$ cat src/holdover_map.svh
// Register offsets, field positions, reset values and counts for the
// holdover controller. Assumes inclusion by bare name from its users.
`ifndef HOLDOVER_MAP_SVH
`define HOLDOVER_MAP_SVH

// Register indices; byte address is four times the index
`define IDX_LOCKDET      8'h18
`define IDX_LDPIN        8'h1A
`define IDX_REFSEL       8'h1C
`define IDX_HOLDOVER     8'h1D
`define IDX_DISTCTL      8'h1E
`define IDX_STATUS       8'h20

// Lock detect register fields
`define LD_CNT_HI        6
`define LD_CNT_LO        5
`define LD_WIN_BIT       4
`define LD_DLD_DIS_BIT   3
`define LOCKDET_RST      8'h00

// Lock indicator pin select
`define LDPIN_W          6
`define LDPIN_CS_MODE    6'h04
`define LDPIN_RST        6'h00

// Reference selection fields
`define REF_AUTO_BIT     4
`define REF_PREF_BIT     3
`define REF_BUF_HI       2
`define REF_BUF_LO       1
`define REFSEL_RST       8'h00

// Holdover fields
`define HO_EN_A_BIT      0
`define HO_EXT_BIT       1
`define HO_EN_B_BIT      2
`define HO_CMP_BIT       3
`define HOLDOVER_RST     8'h00

// Distribution control: dividers ignore the control pin
`define DIST_IGN_BIT     0
`define DISTCTL_RST      8'h01

// Lock counts selected by the two-bit counter field
`define LOCK_CNT_0       8'd5
`define LOCK_CNT_1       8'd16
`define LOCK_CNT_2       8'd64
`define LOCK_CNT_3       8'd255

// Synchroniser bit positions and reset pattern
`define SY_PIN_N         0
`define SY_LOCKPIN       1
`define SY_FIRST_REFERENCE_INPUT          2
`define SY_SECOND_REFERENCE_INPUT          3
`define SY_ACT2          4
`define SY_WIN_HI        5
`define SY_WIN_LO        6
`define SY_UNLOCK        7
`define SY_W             8
`define SY_RST           8'h01

`endif

$ cat src/holdover_pkg.sv
// Types shared by the holdover controller.
// Assumes the constants header is compiled alongside.
`default_nettype none

package holdover_pkg;
  typedef enum logic [1:0] {HOLD_IDLE, HOLD_MANUAL, HOLD_AUTO} hold_src_t;
endpackage : holdover_pkg

`default_nettype wire

$ cat src/pll_holdover_control.sv
// PLL holdover control with lock sensing and reference selection, on APB.
// Assumes pin inputs are asynchronous and reference inputs are slow
// enough against pclk for their edges to be sampled.
//
// Function
// RULE1: Holdover acts only when both enable bits are set.
// RULE2: Source bit set selects the control pin, clear selects lock loss.
// RULE3: Manual mode enters high impedance on the pin falling edge.
// RULE4: After pin rises, stay frozen until next reference edge, then release.
// RULE5: B counter reset pulses with the release; prescaler untouched.
// RULE6: Automatic mode enters high impedance whenever lock is lost.
// RULE7: Automatic entry uses the lock indicator pin level.
// RULE8: Comparator disabled makes the lock indicator read as high.
// RULE9: Once entered, stays frozen while no reference edge arrives.
// RULE10: Automatic re-entry needs the lock indicator high again first.
// RULE11: Holdover follows the selected reference edges.
// RULE12: Two-bit counter sets in-window cycles to declare lock; 00 is five.
// RULE13: Window bit zero selects the high range.
// RULE14: Host keeps digital lock detect enabled for automatic holdover.
// RULE15: Pin select 000100b selects current-source lock detect mode.
// RULE16: Fields for auto switchover, preferred reference, input buffers.
// RULE17: Host disables holdover before a VCO calibration.
// RULE18: Manual holdover turns outputs off unless dividers ignore the pin.
// RULE19: Host should use current-source mode with automatic holdover.
// RULE20: Lock held until one cycle exceeds the unlock threshold.
// RULE21: One registered flag commands high impedance.
`timescale 1ns/10ps
`default_nettype none
`include "holdover_map.svh"

module pll_holdover_control
  import holdover_pkg::*;
(
  input  wire logic        pclk,
  input  wire logic        presetn,
  input  wire logic        psel,
  input  wire logic        penable,
  input  wire logic        pwrite,
  input  wire logic [11:0] paddr,
  input  wire logic [31:0] pwdata,
  output var  logic        pready,
  output var  logic [31:0] prdata,
  output var  logic        pslverr,
  input  wire logic        sync_pin_n,
  input  wire logic        lock_indicator_pin,
  input  wire logic        first_reference_input,
  input  wire logic        second_reference_input,
  input  wire logic        active_ref_second,
  input  wire logic        win_hi_ok,
  input  wire logic        win_lo_ok,
  input  wire logic        beyond_unlock,
  output var  logic        cp_hiz,
  output var  logic        b_cnt_reset,
  output var  logic        outputs_off,
  output var  logic        digital_lock_flag,
  output var  logic        dld_disable,
  output var  logic        lock_cs_mode,
  output var  logic [5:0]  ld_select,
  output var  logic        auto_switch_en,
  output var  logic        prefer_second,
  output var  logic [1:0]  ref_buf_en
);

  localparam int ADDR_W = 12;
  initial begin
    if (ADDR_W < 9) $error("Address too narrow for the register map");
  end

  function automatic logic hit(input logic [11:0] a, input logic [7:0] idx);
    hit = (a[11:2] == {2'b00, idx}) && (a[1:0] == 2'b00);
  endfunction : hit

  function automatic logic [7:0] lock_need(input logic [1:0] f);
    unique case (f)
      2'b00: lock_need = `LOCK_CNT_0;
      2'b01: lock_need = `LOCK_CNT_1;
      2'b10: lock_need = `LOCK_CNT_2;
      2'b11: lock_need = `LOCK_CNT_3;
    endcase
  endfunction : lock_need

  logic [7:0]         lockdet_r;
  logic [5:0]         ldpin_r;
  logic [7:0]         refsel_r;
  logic [7:0]         holdover_r;
  logic [7:0]         distctl_r;
  logic               pready_r;
  logic               pslverr_r;
  logic [31:0]        prdata_r;
  logic [`SY_W-1:0]   meta_r;
  logic [`SY_W-1:0]   sync_r;
  logic [`SY_W-1:0]   sync_d_r;
  logic               cp_hiz_r;
  logic               b_rst_r;
  logic               out_off_r;
  logic               cs_mode_r;
  logic               armed_r;
  logic               dld_r;
  logic [7:0]         lk_cnt_r;
  hold_src_t          src_r;

  logic               wr_acc;
  logic               mapped;
  logic               hold_en;
  logic               ext_sel;
  logic               cmp_en;
  logic               lock_seen;
  logic               pin_fall;
  logic               pin_high;
  logic               use_second;
  logic               ref_edge;
  logic               in_win;
  logic               manual_set;
  logic               auto_set;
  logic               release_ev;

  // APB decode
  assign mapped = hit(paddr, `IDX_LOCKDET) | hit(paddr, `IDX_LDPIN)
                | hit(paddr, `IDX_REFSEL)  | hit(paddr, `IDX_HOLDOVER)
                | hit(paddr, `IDX_DISTCTL) | hit(paddr, `IDX_STATUS);
  assign wr_acc = psel && penable && pready_r && pwrite && mapped;

  // One wait state: answer on the second access cycle
  always_ff @(posedge pclk or negedge presetn) begin
    if (!presetn) begin
      pready_r  <= 1'b0;
      pslverr_r <= 1'b0;
    end else begin
      pready_r  <= psel && penable && !pready_r;
      pslverr_r <= psel && penable && !pready_r && !mapped;
    end
  end

  always_ff @(posedge pclk or negedge presetn) begin
    if (!presetn) begin
      prdata_r <= 32'h0000_0000;
    end else if (psel && !penable) begin
      prdata_r <= 32'h0000_0000;
      if (hit(paddr, `IDX_LOCKDET))  prdata_r[7:0] <= lockdet_r;
      if (hit(paddr, `IDX_LDPIN))    prdata_r[5:0] <= ldpin_r;
      if (hit(paddr, `IDX_REFSEL))   prdata_r[7:0] <= refsel_r;
      if (hit(paddr, `IDX_HOLDOVER)) prdata_r[7:0] <= holdover_r;
      if (hit(paddr, `IDX_DISTCTL))  prdata_r[7:0] <= distctl_r;
      if (hit(paddr, `IDX_STATUS)) begin
        prdata_r[5:0] <= {src_r == HOLD_AUTO, src_r == HOLD_MANUAL,
                          armed_r, lock_seen, dld_r, cp_hiz_r};
      end
    end
  end

  always_ff @(posedge pclk or negedge presetn) begin
    if (!presetn) begin
      lockdet_r  <= `LOCKDET_RST;
      ldpin_r    <= `LDPIN_RST;
      refsel_r   <= `REFSEL_RST;
      holdover_r <= `HOLDOVER_RST;
      distctl_r  <= `DISTCTL_RST;
      cs_mode_r  <= 1'b0;
    end else if (wr_acc) begin
      if (hit(paddr, `IDX_LOCKDET))  lockdet_r  <= pwdata[7:0];
      if (hit(paddr, `IDX_LDPIN))    ldpin_r    <= pwdata[5:0];
      if (hit(paddr, `IDX_LDPIN)) cs_mode_r <= pwdata[5:0] == `LDPIN_CS_MODE;
      if (hit(paddr, `IDX_REFSEL))   refsel_r   <= pwdata[7:0];
      if (hit(paddr, `IDX_HOLDOVER)) holdover_r <= pwdata[7:0];
      if (hit(paddr, `IDX_DISTCTL))  distctl_r  <= pwdata[7:0];
    end
  end

  // Two-flop synchronisers; third stage only for edge detection
  always_ff @(posedge pclk or negedge presetn) begin
    if (!presetn) begin
      meta_r   <= `SY_RST;
      sync_r   <= `SY_RST;
      sync_d_r <= `SY_RST;
    end else begin
      meta_r   <= {beyond_unlock, win_lo_ok, win_hi_ok, active_ref_second,
                   second_reference_input, first_reference_input,
                   lock_indicator_pin, sync_pin_n};
      sync_r   <= meta_r;
      sync_d_r <= sync_r;
    end
  end

  assign hold_en   = holdover_r[`HO_EN_A_BIT] & holdover_r[`HO_EN_B_BIT]; // RULE1
  assign ext_sel   = holdover_r[`HO_EXT_BIT]; // RULE2
  assign cmp_en    = holdover_r[`HO_CMP_BIT];
  assign lock_seen = !cmp_en | sync_r[`SY_LOCKPIN]; // RULE7 RULE8
  assign pin_fall  = sync_d_r[`SY_PIN_N] & !sync_r[`SY_PIN_N];
  assign pin_high  = sync_r[`SY_PIN_N];
  // Switchover logic outside picks the live reference when auto is on
  assign use_second = refsel_r[`REF_AUTO_BIT] ? sync_r[`SY_ACT2]
                                              : refsel_r[`REF_PREF_BIT];
  assign ref_edge  = use_second
                   ? (sync_r[`SY_SECOND_REFERENCE_INPUT] & !sync_d_r[`SY_SECOND_REFERENCE_INPUT])
                   : (sync_r[`SY_FIRST_REFERENCE_INPUT] & !sync_d_r[`SY_FIRST_REFERENCE_INPUT]); // RULE11
  assign in_win    = lockdet_r[`LD_WIN_BIT] ? sync_r[`SY_WIN_LO]
                                            : sync_r[`SY_WIN_HI]; // RULE13

  assign manual_set = hold_en & ext_sel & pin_fall; // RULE3
  assign auto_set   = hold_en & !ext_sel & !lock_seen & armed_r; // RULE6
  // Manual release also waits for the pin to be back high
  assign release_ev = cp_hiz_r & ref_edge
                    & ((src_r != HOLD_MANUAL) | pin_high); // RULE4 RULE9

  // Digital lock detector, counted on reference edges
  always_ff @(posedge pclk or negedge presetn) begin
    if (!presetn) begin
      dld_r    <= 1'b0;
      lk_cnt_r <= 8'h00;
    end else if (lockdet_r[`LD_DLD_DIS_BIT]) begin
      dld_r    <= 1'b0;
      lk_cnt_r <= 8'h00;
    end else if (ref_edge) begin
      if (dld_r) begin
        if (sync_r[`SY_UNLOCK]) begin
          dld_r    <= 1'b0; // RULE20
          lk_cnt_r <= 8'h00;
        end
      end else if (in_win) begin
        if (lk_cnt_r + 8'h01 >= lock_need(lockdet_r[6:5])) begin
          dld_r    <= 1'b1; // RULE12
          lk_cnt_r <= 8'h00;
        end else begin
          lk_cnt_r <= lk_cnt_r + 8'h01;
        end
      end else begin
        lk_cnt_r <= 8'h00;
      end
    end
  end

  // Single freeze flag; entry wins over a same-cycle release
  always_ff @(posedge pclk or negedge presetn) begin
    if (!presetn) begin
      cp_hiz_r <= 1'b0;
      src_r    <= HOLD_IDLE;
    end else if (!hold_en) begin
      cp_hiz_r <= 1'b0; // RULE1
      src_r    <= HOLD_IDLE;
    end else if (manual_set) begin
      cp_hiz_r <= 1'b1; // RULE21
      src_r    <= HOLD_MANUAL;
    end else if (auto_set) begin
      cp_hiz_r <= 1'b1; // RULE21
      src_r    <= HOLD_AUTO;
    end else if (release_ev) begin
      cp_hiz_r <= 1'b0; // RULE4
      src_r    <= HOLD_IDLE;
    end
  end

  // B counter reset coincides with the release edge
  always_ff @(posedge pclk or negedge presetn) begin
    if (!presetn) begin
      b_rst_r <= 1'b0;
    end else begin
      b_rst_r <= hold_en & release_ev & !manual_set & !auto_set; // RULE5
    end
  end

  // Chatter on the indicator cannot retrigger until lock is seen again
  always_ff @(posedge pclk or negedge presetn) begin
    if (!presetn) begin
      armed_r <= 1'b0;
    end else if (auto_set) begin
      armed_r <= 1'b0;
    end else if (!cp_hiz_r && lock_seen) begin
      armed_r <= 1'b1; // RULE10
    end
  end

  always_ff @(posedge pclk or negedge presetn) begin
    if (!presetn) begin
      out_off_r <= 1'b0;
    end else begin
      out_off_r <= hold_en & ext_sel & !distctl_r[`DIST_IGN_BIT]
                 & (manual_set | (cp_hiz_r & src_r == HOLD_MANUAL
                    & !release_ev)); // RULE18
    end
  end

  assign pready            = pready_r;
  assign pslverr           = pslverr_r;
  assign prdata            = prdata_r;
  assign cp_hiz            = cp_hiz_r;
  assign b_cnt_reset       = b_rst_r;
  assign outputs_off       = out_off_r;
  assign digital_lock_flag = dld_r;
  assign dld_disable       = lockdet_r[`LD_DLD_DIS_BIT];
  assign ld_select         = ldpin_r;
  assign lock_cs_mode      = cs_mode_r; // RULE15
  assign auto_switch_en    = refsel_r[`REF_AUTO_BIT]; // RULE16
  assign prefer_second     = refsel_r[`REF_PREF_BIT];
  assign ref_buf_en        = refsel_r[`REF_BUF_HI:`REF_BUF_LO];
endmodule : pll_holdover_control

`default_nettype wire

$ cat config.mk
export PLATFORM = sky130hd
export DESIGN_NAME = pll_holdover_control
export DESIGN_NICKNAME = d
export VERILOG_FILES = /design/src/holdover_pkg.sv /design/src/pll_holdover_control.sv
export VERILOG_INCLUDE_DIRS = /design/src
export SDC_FILE = /design/constraint.sdc
export NUM_CORES = 1
export LEC_CHECK = 0
export ABC_AREA = 1
export BUFFER_PORTS_ARGS = -buffer_cell sky130_fd_sc_hd__buf_2
export CORE_AREA = 8 8 117 119
export CTS_BUF_LIST = sky130_fd_sc_hd__clkbuf_8
export DETAILED_ROUTE_END_ITERATION = 8
export DIE_AREA = 0 0 125 127
export PLACE_DENSITY = 0.65
export SLEW_MARGIN = 20
export SYNTH_ARGS = -nofsm -noshare
export SYNTH_HDL_FRONTEND = slang
export SYNTH_SLANG_ARGS = --single-unit
$ cat constraint.sdc
create_clock -name pclk -period 6.8 [get_ports pclk]
set_clock_uncertainty 0.1 [all_clocks]
set_input_delay 1.02 -clock pclk [delete_from_list [all_inputs] [get_ports pclk]]
set_output_delay 1.02 -clock pclk [all_outputs]
set_load 0.01 [all_outputs]
==> results of run 1 <==
logic make-up (layout without fill, tap and decap cells):
| family | after synthesis | count (layout) |
|---|---|---|
| adders and majority gates | 14 | 14 |
| buffers and inverters | 120 | 164 |
| other | 1 | 24 |
| xor gates and xnor gates | 4 | 4 |
| AOI/OAI and AO/OA | 53 | 53 |
| and+or+nand+nor | 305 | 305 |
| DFF | 83 | 83 |
cell usage after synthesis, drive strengths merged (2+ instances only):
master,instances
xor2,3
nor3,3
or2,2
inv,90
dfrtp,79
nand4,8
a21oi,13
o21ai,35
nand3,21
dfstp,4
nor2,54
nand3b,4
ha,14
clkbuf,2
nand2,213
buf,28
per-layer routing:
layer / part of all wire (%) / up-vias
li1: - / 1853
met1: 47 / 1650
met2: 45 / 104
met3: 6.9 / 8
met4: 1.2 / 0
met5: 0 / -
flip-flops by register name (all words and copies together), names as in the netlist, 2 cells and up:
register / cells
refsel_r: 8
distctl_r: 8
ld_select: 6
meta_r: 8
lockdet_r: 8
sync_r: 8
prdata: 8
src_r: 2
holdover_r: 8
sync_d_r: 3
lk_cnt_r: 8
how the worst min path moves through the flow:
stage | start | slack (ns) | endpoint
after detailed placement | meta_r[3]$_DFF_PN0_ | 0.23 | sync_r[3]$_DFF_PN0_
after floorplan | meta_r[1]$_DFF_PN0_ | 0.23 | sync_r[1]$_DFF_PN0_
after global placement | meta_r[3]$_DFF_PN0_ | 0.23 | sync_r[3]$_DFF_PN0_
final | meta_r[7]$_DFF_PN0_ | 0.24 | sync_r[7]$_DFF_PN0_
after global routing | meta_r[7]$_DFF_PN0_ | 0.25 | sync_r[7]$_DFF_PN0_
after CTS | meta_r[7]$_DFF_PN0_ | 0.24 | sync_r[7]$_DFF_PN0_
power breakdown:
group / leakage [nW] / switching [mW] / internal (mW)
Combinational: 1.72 / 0.0551 / 0.0243
Clock: 0.125 / 0.172 / 0.251
Sequential: 1.08 / 0.00629 / 0.507
Total: 2.93 / 0.234 / 0.783
metrics by stage:
step / hold WS (ns) / util (%) / area (µm²) / std cells
6_report: 0.238 / 43.9 / 5180 / 794
3_3_place_gp: 0.233 / 41.8 / 4940 / 778
4_1_cts: 0.242 / 43.9 / 5180 / 794
2_1_floorplan: 0.231 / - / 4670 / 603
5_1_grt: 0.252 / 43.9 / 5180 / 794
3_5_place_dp: 0.235 / 41.8 / 4940 / 778
cell usage in the layout (no fill, tap or decap), drive strengths merged:
master | netlist | final
nand2 | 213 | 213
inv | 90 | 92
dfrtp | 79 | 79
buf | 28 | 58
nor2 | 54 | 54
o21ai | 35 | 35
conb | 1 | 24
nand3 | 21 | 21
ha | 14 | 14
a21oi | 13 | 13
clkbuf | 2 | 10
nand4 | 8 | 8
nand3b | 4 | 4
dfstp | 4 | 4
xor2 | 3 | 3
nor3 | 3 | 3
bufinv | 0 | 3
or2 | 2 | 2
o21bai | 1 | 1
xnor2 | 1 | 1
a22oi | 1 | 1
o21a | 1 | 1
o22ai | 1 | 1
o31ai | 1 | 1
clkinvlp | 0 | 1
worst max-delay path, cell delays in order (launching register included):
cell                      delay (ns)
sky130_fd_sc_hd__dfrtp_1        0.40
sky130_fd_sc_hd__inv_1          0.08
sky130_fd_sc_hd__nor2_1         0.26
sky130_fd_sc_hd__nand4_1        0.19
sky130_fd_sc_hd__o21ai_0        0.22
sky130_fd_sc_hd__nand2_1        0.10
sky130_fd_sc_hd__inv_1          0.08
sky130_fd_sc_hd__ha_1           0.24
sky130_fd_sc_hd__a21oi_1        0.17
sky130_fd_sc_hd__o21a_1         0.19
sky130_fd_sc_hd__nand3_1        0.25
sky130_fd_sc_hd__nor2_1         0.17
sky130_fd_sc_hd__nand2_1        0.06
sky130_fd_sc_hd__o21ai_0        0.10
layout make-up:
| cell class | count | area [µm²] | share of cell area, % |
|---|---|---|---|
| Clock buffer | 10 | 138 | 2.66 |
| Sequential cell | 83 | 2080 | 40.2 |
| Clock inverter | 6 | 105 | 2.03 |
| Multi-Input combinational cell | 400 | 2030 | 39.2 |
| Inverter | 90 | 345 | 6.66 |
| Timing Repair Buffer | 58 | 297 | 5.72 |
| Tap cell | 147 | 184 | 3.55 |
==> impl_metrics.env, run 1 <==
export IMPL_post_cts_resized_instances=0
export IMPL_synth_area_leaders="sky130_fd_sc_hd__dfrtp_1, sky130_fd_sc_hd__nand2_1, sky130_fd_sc_hd__inv_1"
export IMPL_clock_tree_buffer_depth=2
export IMPL_crit_reg2reg_launch="lk_cnt_r[0]$_DFFE_PN0P_"
export IMPL_gr_usage_all_layers_pct=13.7
export IMPL_post_dp_hpwl_mm=8.20
export IMPL_worst_r2r_cell_count=13
export IMPL_layout_setup_ws_ns=4.13
export IMPL_grt_util_met1_pct=18.0
export IMPL_timing_critical_path_fanout_max=7
export IMPL_synthCells=580
export IMPL_grt_setup_unrepaired="false"
export IMPL_worstHoldPathCells=0
export IMPL_nets=713
export IMPL_post_synth_and_or_nand_nor_area_fraction_pct=31.8
export IMPL_grt_pass1_wl_mm=17.5
export IMPL_globalRouteOverflowTotal=0
export IMPL_outcome="finished clean"
export IMPL_worst_r2r_setup_slack_ns=4.13
export IMPL_pwr_density_cell_nw_per_um2=196
export IMPL_synth_largest_area_cell="sky130_fd_sc_hd__dfrtp_1"
export IMPL_static_leakage_power_nw=2.93
export IMPL_timing_final_crit_share_pct=39.2
export IMPL_synthesis_yosys_warnings=0
export IMPL_worst_ep_required_time_ns=6.98
export IMPL_via_count_of_the_first_global_routing_pass=3531
export IMPL_number_of_setup_buffers_added_after_cts=0
export IMPL_coreArea_um2=11800
export IMPL_postCtsHoldBufs=0
export IMPL_cap_viol_max_count=0
export IMPL_startpoint="lk_cnt_r[0]$_DFFE_PN0P_"
export IMPL_insertedDiodeCount=0
export IMPL_port_buffer_count=58
export IMPL_vdd_ir_drop_worst_mv=0.111
export IMPL_layout_drive_gt1_share_pct=17.6
export IMPL_antenna_found_initial=0
export IMPL_worst_tran_pin_value_ns=0.959
export IMPL_cp_data_arrival_time_ns=2.84
export IMPL_synth_ff_latch_count=83
export IMPL_rows=40
export IMPL_grt_busiest_layer="met2"
export IMPL_timing_worst_setup_path_type="register to register"
export IMPL_buffer_type_at_the_clock_tree_root="sky130_fd_sc_hd__clkbuf_8"
export IMPL_setup_tns_final_ns=0
export IMPL_tritoncts="done"
export IMPL_hold_class="register to register"
export IMPL_synth_async_sr_flop_share_pct=100
export IMPL_yosysUniqueCellTypes=35
export IMPL_die_area_um2=15900
export IMPL_via_per_inst=4.55
export IMPL_synth_area_per_cell_um2=7.91
export IMPL_end_kind="register"
export IMPL_yosys_mux_area_fraction_pct=0
export IMPL_die_width_um=125
export IMPL_gp_congestion=0.835
export IMPL_dpl_worst_slack_ns=3.94
export IMPL_synth_enable_flop_cells=0
export IMPL_yosys_area_share_adder_pct=3.82
export IMPL_num_vias=3615
export IMPL_drt_wirelength_per_cell_um=13.4
export IMPL_max_freq_mhz=375
export IMPL_num_clock_sinks=83
export IMPL_grt_met3_usage_pct=3.83
export IMPL_synthesis_area_um2=4590
export IMPL_layout_area_overhead_vs_synth_pct=13.0
export IMPL_drt_pass1_iter_count=4
export IMPL_xor_and_xnor_fraction_of_the_mapped_netlist_area_pct=0.764
export IMPL_final_max_slew_viol_count=0
export IMPL_cts_htree_levels=3
export IMPL_setup_viol_count_final=0
export IMPL_drt_drc_violations_left=0
export IMPL_grt_max_degree=84
export IMPL_finalHoldViolations=0
export IMPL_clk_insertion_delay_late_ns=0.35
export IMPL_ys_seq_area_share_pct=45.4
export IMPL_fp_dieH_um=127
export IMPL_cp_endpoint="lk_cnt_r[5]$_DFFE_PN0P_"
export IMPL_wl_mm=10.6
export IMPL_boundaryPins=107
export IMPL_ant_nets=0
export IMPL_post_synth_top_area_fraction_pct=43.1
export IMPL_initialDrtViolationCount=187
export IMPL_num_fill_cells=1198
export IMPL_synth_top_family_by_area="simple AND/OR/NAND/NOR gates"
export IMPL_finalCriticalPeriod_ns=2.67
export IMPL_synth_top_flop_cell="sky130_fd_sc_hd__dfrtp_1"
export IMPL_critical_path_startpoint_category="register"
export IMPL_rr_endpoint="lk_cnt_r[5]$_DFFE_PN0P_"
export IMPL_global_route_usage_met2_pct=21.0
export IMPL_total_power_mw=1.02
export IMPL_floorplan_initialDensity_pct=38.8
export IMPL_slew_headroom_pct=35.9
export IMPL_synth_compound_area_share_pct=6.03
export IMPL_clkTransAtPathRegs_ns=0.09
export IMPL_total_cts_buffers=9
Power figures use the tool's default switching activity.
==> run 2, diff against run 1 <==
==> constraint.sdc (replaced) <==
create_clock -name pclk -period 2.7 [get_ports pclk]
set_clock_uncertainty 0.1 [all_clocks]
set_input_delay 0.405 -clock pclk [delete_from_list [all_inputs] [get_ports pclk]]
set_output_delay 0.405 -clock pclk [all_outputs]
set_load 0.01 [all_outputs]
==> impl_metrics.env, run 2 (synthesized netlist as in run 1, its figures left out) <==
export IMPL_initialDrtViolationCount=159
export IMPL_cp_data_arrival_time_ns=2.52
export IMPL_drt_drc_violations_left=0
export IMPL_tritoncts="done"
export IMPL_timing_critical_path_fanout_max=7
export IMPL_insertedDiodeCount=0
export IMPL_finalCriticalPeriod_ns=2.38
export IMPL_utilization_after_layout_pct=44.0
export IMPL_via_count_of_the_first_global_routing_pass=3666
export IMPL_die_area_um2=15900
export IMPL_finalInstanceArea_um2=5200
export IMPL_detailed_place_area_um2=4970
export IMPL_coreArea_um2=11800
export IMPL_fin_worst_hold_slack_ns=0.0393
export IMPL_gp_congestion=0.825
export IMPL_globalRouteOverflowTotal=0
export IMPL_wl_mm=10.6
export IMPL_slew_headroom_pct=59.6
export IMPL_grt_pass1_wl_mm=17.9
export IMPL_worst_ep_required_time_ns=2.84
export IMPL_final_max_slew_viol_count=0
export IMPL_total_power_mw=2.45
export IMPL_cap_viol_max_count=0
export IMPL_floorplan_initialDensity_pct=38.8
export IMPL_setup_viol_count_final=0
export IMPL_layout_drive_gt1_share_pct=18.4
export IMPL_critical_path_startpoint_category="register"
export IMPL_clock_tree_buffer_depth=2
export IMPL_hold_class="input port to register"
export IMPL_clk_insertion_delay_late_ns=0.36
export IMPL_dpl_worst_slack_ns=0.242
export IMPL_final_common_cell="sky130_fd_sc_hd__nand2_1"
export IMPL_worst_tran_pin_value_ns=0.599
export IMPL_die_width_um=125
export IMPL_fp_dieH_um=127
export IMPL_rows=40
export IMPL_cp_cell_sequence="ha_1 > nand3_1 > nand3b_1 > xor2_1 > inv_1 > ha_1 > nand2_1 > nor2_1 > nand4_1 > nand3_2 > nor2_1 > nand2_1 > o21ai_0"
export IMPL_numPlacedInstances=781
export IMPL_boundaryPins=107
export IMPL_ant_nets=0
export IMPL_static_leakage_power_nw=2.95
export IMPL_clkTransAtPathRegs_ns=0.08
export IMPL_drt_wirelength_per_cell_um=13.3
export IMPL_vdd_ir_drop_worst_mv=0.264
export IMPL_grt_max_degree=45
export IMPL_num_vias=3677
export IMPL_drt_pass1_iter_count=6
export IMPL_layout_area_overhead_vs_synth_pct=13.3
export IMPL_buffer_type_at_the_clock_tree_root="sky130_fd_sc_hd__clkbuf_8"
export IMPL_timing_final_crit_share_pct=88.2
export IMPL_gr_usage_all_layers_pct=14.0
export IMPL_num_clock_sinks=83
export IMPL_outcome="finished clean"
export IMPL_stdcell_count=798
export IMPL_end_kind="register"
export IMPL_via_per_inst=4.61
export IMPL_nets=717
export IMPL_total_cts_buffers=9
export IMPL_number_of_setup_buffers_added_after_cts=0
export IMPL_setup_tns_final_ns=0
export IMPL_timing_worst_setup_path_type="register to register"
export IMPL_port_buffer_count=58
export IMPL_finalHoldViolations=0
export IMPL_antenna_found_initial=0
export IMPL_final_cell_mix="sky130_fd_sc_hd__nand2_1, sky130_fd_sc_hd__inv_1, sky130_fd_sc_hd__dfrtp_1"
export IMPL_worst_path_max_delay_cell="sky130_fd_sc_hd__dfrtp_1"
export IMPL_max_freq_mhz=420
export IMPL_layout_setup_ws_ns=0.320
export IMPL_critical_path_max_stage_delay_ns=0.40
export IMPL_cts_htree_levels=3
export IMPL_pwr_density_cell_nw_per_um2=471
export IMPL_grt_setup_unrepaired="false"
export IMPL_post_dp_hpwl_mm=8.22
[run 2: layout make-up]
class	instances	area (µm²)
timing repair buffer	62	338
clock inverter	7	83.8
clock buffer	9	124
tap	147	184
inverter	90	345
sequential	83	2080
multi-input combinational	400	2040
fill	1190	6610
[run 2: report_power, final]
group	switching [mW]	internal (mW)	total (mW)
sequential	0.0158	1.28	1.29
clock	0.440	0.511	0.951
combinational	0.140	0.0653	0.205
total	0.595	1.85	2.45
[run 2: per-layer routing]
metal / track usage, % / wire length, µm
met1: 17.8 / 4890
met2: 21.8 / 4660
met3: 3.70 / 809
met4: 6.52 / 214
met5: 0 / 0
[run 2: path summary, 6_finish.rpt]
path                       cells past startpoint                       end                    start  slack [ns]
max                                           13   lk_cnt_r[6]$_DFFE_PN0P_  lk_cnt_r[0]$_DFFE_PN0P_        0.32
min                                            1       meta_r[0]$_DFF_PN1_               sync_pin_n        0.04
min in group asynchronous                      2       sync_r[3]$_DFF_PN0_                  presetn        0.46
max in group asynchronous                      3  distctl_r[0]$_DFFE_PN1P_                  presetn        1.36
min reg2reg                                    0       sync_r[7]$_DFF_PN0_      meta_r[7]$_DFF_PN0_        0.24
max reg2reg                                   13   lk_cnt_r[6]$_DFFE_PN0P_  lk_cnt_r[0]$_DFFE_PN0P_        0.32
[run 2: worst max-delay path: cells and delay by family, from the launching register on]
family / cells / cell delay (ns)
xor gates and xnor gates: 1 / 0.19
buffers and inverters: 1 / 0.07
adders and majority gates: 2 / 0.51
and+or+nand+nor: 8 / 0.93
DFF: 1 / 0.40
AOI/OAI and AO/OA: 1 / 0.08
[run 2: timing repair]
action	4_1_cts	5_1_grt
hold buffers	1	0
endpoints found under the hold margin	36	0
resized for setup	0	2
endpoints found under the setup margin	0	6
